==> src/io_port_defines.svh <==
// Notes on behaviour
// - Sixteen pins in four four-bit ports A to D, each input or output.
// - Every pin has its own direction bit, independent of the others.
// - Input build choice per pin: fixed pull-up, none, or software pull-up.
// - Software pull-up pins wake only on a falling level change.
// - Fixed pull-up pins wake on both rising and falling changes.
// - One weak or strong pull-up strength applies to all pins.
// - Output build choice per pin: normal, large or constant sink, normal source.
// - Port A bit 2 may emit an infrared carrier set by a five-bit option.
// - A build option picks carrier during data high or during data low.
// - Port A bit 3 as external reset resets the device while low.
// - Port B: bit 0 chip select, bit 1 SCK, bit 2 MOSI, bit 3 MISO.
// - Device drives SCK and MOSI, samples MISO returned by the memory.
// - Serial clock rate is a build option of 8, 4, 2 or 1 MHz.
// - Port A bits 0 and 1 feed comparator; high when positive exceeds negative.
// - Comparator flag sets on rising edge of comparator output, not level.
// - Writing zero clears the flag; it sets again only after a re-cross.
`ifndef IO_PORT_DEFINES_SVH
`define IO_PORT_DEFINES_SVH
`define IO_NUM_PORTS 4
`define IO_PORT_WIDTH 4
`define IO_NUM_PINS 16
`define IO_BIT_CMP_POS 0
`define IO_BIT_CMP_NEG 1
`define IO_BIT_INFRARED 2
`define IO_BIT_EXT_RESET 3
`define IO_SPI_BIT_SCK 5
`define IO_SPI_BIT_MOSI 6
`define IO_SPI_BIT_MISO 7
`define IO_IR_DIV_BASE 6'h20
`endif

==> src/io_port_pkg.sv <==
package io_port_pkg;
  // Input build options per pin.
  typedef enum logic [1:0] {
    pull_fixed = 2'b00,
    pull_none = 2'b01,
    pull_soft = 2'b10
  } pull_opt_t;
  // Output drive build options per pin.
  typedef enum logic [1:0] {
    sink_normal = 2'b00,
    sink_large = 2'b01,
    sink_constant = 2'b10
  } drive_opt_t;
  // Serial clock rate options.
  typedef enum logic [1:0] {
    sck_8mhz = 2'b00,
    sck_4mhz = 2'b01,
    sck_2mhz = 2'b10,
    sck_1mhz = 2'b11
  } sck_rate_t;
  // Serial engine request towards the pins.
  typedef struct packed {
    logic active;
    logic mosi;
  } spi_req_t;
  // Per-pin pad controls.
  typedef struct packed {
    logic [15:0] out;
    logic [15:0] oe;
    logic [15:0] pull_en;
  } pad_ctrl_t;
endpackage : io_port_pkg

==> src/io_port_shared_pin_logic.sv <==
`timescale 1ns/1ps
`default_nettype none
`include "io_port_defines.svh"
module io_port_shared_pin_logic
  import io_port_pkg::*;
#(
  parameter logic [31:0] PULL_OPT = 32'h0,
  parameter logic [31:0] DRIVE_OPT = 32'h0,
  parameter logic STRONG_PULL = 1'b0,
  parameter logic IR_ENABLE = 1'b0,
  parameter logic [4:0] IR_FREQ = 5'h00,
  parameter logic IR_ON_HIGH = 1'b1,
  parameter logic EXT_RESET_EN = 1'b0,
  parameter logic CMP_ENABLE = 1'b0,
  parameter logic [1:0] SCK_RATE = 2'h0
) (
  input wire logic clk_sys,
  input wire logic nrst,
  input wire logic [15:0] pin_in,
  output logic [15:0] pin_out,
  output logic [15:0] pin_oe,
  output logic [15:0] pull_en,
  output logic [31:0] drive_sel,
  output logic strong_pull,
  input wire logic [15:0] dir_out,
  input wire logic [15:0] data_out,
  input wire logic [15:0] pull_sw,
  input wire spi_req_t spi_req,
  input wire logic cmp_result,
  input wire logic cmp_flag_clr,
  output logic cmp_flag,
  output logic [15:0] pin_state,
  output logic spi_miso,
  output logic spi_sck_tick,
  output logic wake,
  output logic ext_reset_req
);
  // Refuse build options that no pin decoder can serve.
  initial begin
    for (int i = 0; i < 16; i++) begin
      if (PULL_OPT[2*i +: 2] == 2'h3) $error("bad pull option");
      if (DRIVE_OPT[2*i +: 2] == 2'h3) $error("bad drive option");
    end
  end

  ////////////////////////////////////////////////////////////////////////////
  // Decode one pin's input option from the packed option word.
  function automatic pull_opt_t pin_pull(input logic [31:0] opt, input int idx);
    pull_opt_t p;
    p = pull_opt_t'(opt[2*idx +: 2]);
    return p;
  endfunction : pin_pull

  ////////////////////////////////////////////////////////////////////////////
  // Two-stage synchroniser and previous sample.
  logic [15:0] sync1;
  logic [15:0] sync2;
  logic [15:0] prev;
  always_ff @(posedge clk_sys or negedge nrst) begin
    if (!nrst) begin
      sync1 <= 16'hFFFF;
      sync2 <= 16'hFFFF;
      prev <= 16'hFFFF;
    end else begin
      sync1 <= pin_in;
      sync2 <= sync1;
      prev <= sync2;
    end
  end

  // Pin state seen by software.
  always_ff @(posedge clk_sys or negedge nrst) begin
    if (!nrst) pin_state <= 16'h0000;
    else pin_state <= sync2;
  end

  ////////////////////////////////////////////////////////////////////////////
  // Wakeup from level changes on input pins.
  logic [15:0] fall;
  logic [15:0] rise;
  logic [15:0] next_wake_hit;
  assign fall = prev & ~sync2;
  assign rise = ~prev & sync2;
  always_comb begin
    next_wake_hit = 16'h0000;
    for (int i = 0; i < 16; i++) begin
      if (!dir_out[i]) begin
        case (pin_pull(PULL_OPT, i))
          pull_soft: next_wake_hit[i] = fall[i];
          pull_fixed: next_wake_hit[i] = fall[i] | rise[i];
          default: next_wake_hit[i] = 1'b0;
        endcase
      end
    end
  end
  always_ff @(posedge clk_sys or negedge nrst) begin
    if (!nrst) wake <= 1'b0;
    else wake <= |next_wake_hit;
  end

  ////////////////////////////////////////////////////////////////////////////
  // Pull-up enables and drive strength selects.
  logic [15:0] next_pull;
  always_comb begin
    next_pull = 16'h0000;
    for (int i = 0; i < 16; i++) begin
      case (pin_pull(PULL_OPT, i))
        pull_fixed: next_pull[i] = !dir_out[i];
        pull_soft: next_pull[i] = !dir_out[i] && pull_sw[i];
        default: next_pull[i] = 1'b0;
      endcase
    end
  end
  always_ff @(posedge clk_sys or negedge nrst) begin
    if (!nrst) begin
      pull_en <= 16'h0000;
      drive_sel <= 32'h0;
      strong_pull <= 1'b0;
    end else begin
      pull_en <= next_pull;
      drive_sel <= DRIVE_OPT;
      strong_pull <= STRONG_PULL;
    end
  end

  ////////////////////////////////////////////////////////////////////////////
  // Infrared carrier divider: half period is base plus option, in cycles.
  logic [5:0] ir_cnt;
  logic ir_carrier;
  logic [5:0] ir_half;
  assign ir_half = `IO_IR_DIV_BASE + {1'b0, IR_FREQ};
  always_ff @(posedge clk_sys or negedge nrst) begin
    if (!nrst) begin
      ir_cnt <= 6'h00;
      ir_carrier <= 1'b0;
    end else if (ir_cnt >= ir_half - 6'h01) begin
      ir_cnt <= 6'h00;
      ir_carrier <= ~ir_carrier;
    end else begin
      ir_cnt <= ir_cnt + 6'h01;
    end
  end

  ////////////////////////////////////////////////////////////////////////////
  // Serial clock enable divider: one tick every 15, 31, 63 or 125 system clock cycles.
  logic [7:0] sck_cnt;
  logic [7:0] sck_top;
  always_comb begin
    case (sck_rate_t'(SCK_RATE))
      sck_8mhz: sck_top = 8'h0E;
      sck_4mhz: sck_top = 8'h1E;
      sck_2mhz: sck_top = 8'h3E;
      default: sck_top = 8'h7C;
    endcase
  end
  always_ff @(posedge clk_sys or negedge nrst) begin
    if (!nrst) begin
      sck_cnt <= 8'h00;
      spi_sck_tick <= 1'b0;
    end else if (sck_cnt >= sck_top) begin
      sck_cnt <= 8'h00;
      spi_sck_tick <= 1'b1;
    end else begin
      sck_cnt <= sck_cnt + 8'h01;
      spi_sck_tick <= 1'b0;
    end
  end

  ////////////////////////////////////////////////////////////////////////////
  // Pad output and enable with shared functions overlaid.
  logic [15:0] next_out;
  logic [15:0] next_oe;
  always_comb begin
    next_out = data_out;
    next_oe = dir_out;
    if (IR_ENABLE) begin
      next_oe[`IO_BIT_INFRARED] = 1'b1;
      next_out[`IO_BIT_INFRARED] =
        (data_out[`IO_BIT_INFRARED] == IR_ON_HIGH) ? ir_carrier : 1'b0;
    end
    if (EXT_RESET_EN) next_oe[`IO_BIT_EXT_RESET] = 1'b0;
    if (CMP_ENABLE) begin
      next_oe[`IO_BIT_CMP_POS] = 1'b0;
      next_oe[`IO_BIT_CMP_NEG] = 1'b0;
    end
    if (spi_req.active) begin
      next_oe[`IO_SPI_BIT_SCK] = 1'b1;
      next_out[`IO_SPI_BIT_SCK] = spi_sck_tick;
      next_oe[`IO_SPI_BIT_MOSI] = 1'b1;
      next_out[`IO_SPI_BIT_MOSI] = spi_req.mosi;
      next_oe[`IO_SPI_BIT_MISO] = 1'b0;
    end
  end
  always_ff @(posedge clk_sys or negedge nrst) begin
    if (!nrst) begin
      pin_out <= 16'h0000;
      pin_oe <= 16'h0000;
    end else begin
      pin_out <= next_out;
      pin_oe <= next_oe;
    end
  end

  always_ff @(posedge clk_sys or negedge nrst) begin
    if (!nrst) spi_miso <= 1'b0;
    else spi_miso <= sync2[`IO_SPI_BIT_MISO];
  end

  ////////////////////////////////////////////////////////////////////////////
  // External reset request while the pin is low.
  // external reset
  always_ff @(posedge clk_sys or negedge nrst) begin
    if (!nrst) ext_reset_req <= 1'b0;
    else ext_reset_req <= EXT_RESET_EN && !sync2[`IO_BIT_EXT_RESET];
  end

  ////////////////////////////////////////////////////////////////////////////
  // Comparator result synchronised, flag set on its rising edge.
  logic cmp_s1;
  logic cmp_s2;
  logic cmp_prev;
  logic cmp_rise;
  always_ff @(posedge clk_sys or negedge nrst) begin
    if (!nrst) begin
      cmp_s1 <= 1'b0;
      cmp_s2 <= 1'b0;
      cmp_prev <= 1'b0;
    end else begin
      cmp_s1 <= cmp_result;
      cmp_s2 <= cmp_s1;
      cmp_prev <= cmp_s2;
    end
  end
  assign cmp_rise = CMP_ENABLE && cmp_s2 && !cmp_prev;
  always_ff @(posedge clk_sys or negedge nrst) begin
    if (!nrst) cmp_flag <= 1'b0;
    else if (cmp_rise) cmp_flag <= 1'b1;
    else if (cmp_flag_clr) cmp_flag <= 1'b0;
  end

  ////////////////////////////////////////////////////////////////////////////
  // Checks.
  // Per-pin masks of the input build options, read only by the checks below.
  logic [15:0] soft_mask;
  logic [15:0] fixed_mask;
  always_comb begin
    soft_mask = 16'h0000;
    fixed_mask = 16'h0000;
    for (int i = 0; i < 16; i++) begin
      soft_mask[i] = (pin_pull(PULL_OPT, i) == pull_soft);
      fixed_mask[i] = (pin_pull(PULL_OPT, i) == pull_fixed);
    end
  end
endmodule : io_port_shared_pin_logic
`default_nettype wire

==> config.mk <==
export PLATFORM = sky130hd
export DESIGN_NAME = io_port_shared_pin_logic
export DESIGN_NICKNAME = d
export VERILOG_FILES = /design/src/io_port_pkg.sv /design/src/io_port_shared_pin_logic.sv
export VERILOG_INCLUDE_DIRS = /design/src
export SDC_FILE = /design/constraint.sdc
export NUM_CORES = 1
export LEC_CHECK = 0
export ABC_CLOCK_PERIOD_IN_PS = 3300
export BUFFER_PORTS_ARGS = -buffer_cell sky130_fd_sc_hd__buf_4
export CAP_MARGIN = 20
export CORE_AREA = 2 2 91 93
export CTS_BUF_LIST = sky130_fd_sc_hd__clkbuf_16
export CTS_CLUSTER_SIZE = 12
export DETAILED_ROUTE_END_ITERATION = 10
export DIE_AREA = 0 0 93 95
export PLACE_DENSITY_LB_ADDON = 0.3
export SYNTH_ARGS = -nofsm -noshare
export SYNTH_HDL_FRONTEND = slang
export SYNTH_SLANG_ARGS = --single-unit
==> constraint.sdc <==
create_clock -name clk_sys -period 3.3 [get_ports clk_sys]
set_clock_uncertainty 0.1 [all_clocks]
set_input_delay 0.66 -clock clk_sys [delete_from_list [all_inputs] [get_ports clk_sys]]
set_output_delay 0.66 -clock clk_sys [all_outputs]
set_load 0.05 [all_outputs]
==> impl_metrics.ini <==
[worst_setup_path]
crit_family = flip-flops
crit_buf_inv = 1
slowest_stage = dfrtp_1
ff2ff_path_depth = 4
cp-end-kind = output port
crit_chain = buf_4
r2r-end = wake
ff2ff_setup_slack_ps = 1830
path_max_fanout = 2
arrival_ps = 990
cp-start-kind = register
critPathMaxStageDelay_ps = 400
cp.depth = 1
required_ps = 2540
critPathKind = register to output port
regToRegStartpoint = sync2[11]

[cts]
ctsHoldBuffers = 0
cts_tree = done
clkTransAtPathRegs_ps = 60
h-tree-depth = 4
clk_latency_ps = 400
clockBufferDepth = 2
post_cts_resized = 0
clock-root-buffer = clkbuf_16
numCtsBuffers = 17
cts.sinks = 122
postCtsSetupBuffers = 0

[power]
peakVddDrop_v = 0.0004039
swShare = 0.2431
seq_power_share = 0.403
finalPower_mw = 4.033
p_leak_nw = 2.552
power.internal_mw = 3.053
p_comb_frac = 0.107
powerDensity_nw_per_um2 = 756.1
pwr-share-clk = 0.490
power_switching_uw = 980.3

[route]
vias = 1978
wl_per_cell_um = 12.78
initialDrtViolationCount = 73
wirelength_um = 6110
vias_per_cell = 4.138
dr.pass1.iters = 4
routed-wl-met2_um = 3222
wl_met3_um = 484
wl_met1_um = 2301
antenna_left = 0
top_layer = met4
route.detailed.drc = 0

[yosys]
synth_seq_cells = 122
synth_cells = 221
yosys_warnings = 0
synth.yosys.seq_area_share = 0.8241
syn_area_um2 = 3777
ys_types = 16
yosysTopAreaCellShare = 0.4902
synth.avg_cell_area_um2 = 17.09
synth_top_area_cell = dfrtp_1
synth_area_leaders = dfrtp_1 49%, dfstp_2 33%, buf_4 7.2%

[final_layout]
final_common_cell = buf_4
num_antenna_cells = 0
nNetsFinal = 432
drive_gt1_frac = 0.5416
fin_area_um2 = 5334
final_cell_mix = 118 x buf_4, 74 x dfrtp_1, 48 x dfstp_2
fillers = 579
fin_cells = 478
area_growth_pct = 41.21
final_util = 0.6728
multi_input_area_um2 = 469.2
seqCellArea_um2 = 3113

[global_route]
antenna_found_initial = 0
grt_max_degree = 66
grt_pass1_vias = 2038
grt_usage = 0.1518
grt_overflow_total = 0
grt_pass1_wl_um = 9625

[timing]
finalCriticalPeriod_ps = 1752
whs_ps = 201.7
drv_slew = 0
worstMarginPinSlew_ps = 701.0
rsz0062_at_grt = false
setup-tns-final_ps = 0
timing.fmax_ghz = 0.5707
setup_ws_ps = 1548
period_share = 0.5310
relSlewSlack = 0.5326
hold_violations = 0
setup_viol = 0

[placed_design]
placedInstanceArea_um2 = 4683
dp_cells = 446
routabilityCongestion = 0.6865
dp_hpwl_um = 4154
portBuffers = 118
dpl_worst_slack_ps = 1602

[floorplanning]
io_pins = 172
coreArea_um2 = 7928
core.rowCount = 33
die_area_um2 = 8835
initial_core_util = 0.4765
die_width_um = 93
die_h_um = 95

[run_status]
status = finished clean

[min_path]
hp-class = primary input to asynchronous set/reset pin

[run]
drv_cap = 0
## power by group through the flow
stage                     logic, mW  registers (mW)  clock network, mW
after floorplan               0.156            1.79                  0
after CTS                     0.437            1.63               2.02
final                         0.432            1.62               1.98
after global routing          0.455            1.63               2.11
after global placement        0.432            1.65                  0
after detailed placement      0.435            1.65                  0
## kinds of logic (layout without fill, tap and decap cells)
kind of cell,Yosys count,in the layout,synth area share
AOI/OAI and AO/OA,10,10,0.01690
xor gates and xnor gates,17,17,0.03942
adders and majority gates,2,2,0.006624
buffers and inverters,53,168,0.08844
DFF,122,122,0.8241
muxes,2,2,0.005962
other,1,38,0.0009928
and+or+nand+nor,14,14,0.01755
## cell type report
cell class	count	share of cell area
Clock inverter	15	0.04222
Sequential cell	122	0.5836
Inverter	17	0.01196
Tap cell	105	0.02463
Clock buffer	17	0.07976
Multi-Input combinational cell	83	0.08797
Timing Repair Buffer	119	0.1698
## how the worst max path moves through the flow
stage | endpoint | slack, ps | start
final | spi_sck_tick | 1550 | spi_sck_tick
after floorplan | pin_state[7] | 1650 | pin_state[7]
after global routing | spi_sck_tick | 1510 | spi_sck_tick
after CTS | spi_sck_tick | 1520 | spi_sck_tick
after global placement | prev[4] | 1630 | nrst
after detailed placement | sync1[7] | 1600 | nrst
## registers in the layout, summed over array words and instances (netlist names)
| name | count |
|---|---|
| pin_oe | 16 |
| pin_out | 16 |
| pin_state | 16 |
| prev | 16 |
| pull_en | 16 |
| sync1 | 16 |
| sync2 | 16 |
| sck_cnt | 8 |
| spi_sck_tick | 1 |
| wake | 1 |
## Yosys cell counts
library cell,n
dfrtp_1,74
dfstp_2,48
buf_4,36
inv_1,17
xnor2_1,17
o22ai_1,8
nor2_1,6
nor4_1,3
ha_1,2
mux2_2,2
nand2_1,2
or2_2,2
a31oi_1,1
conb_1,1
nand3_1,1
o211ai_1,1
## layer usage
layer,GRT usage,up-vias
met2,0.2421,91
met5,0,-
li1,-,903
met4,0.08456,0
met3,0.06784,9
met1,0.1715,975
Note: power is estimated with default switching activity, not from simulation.
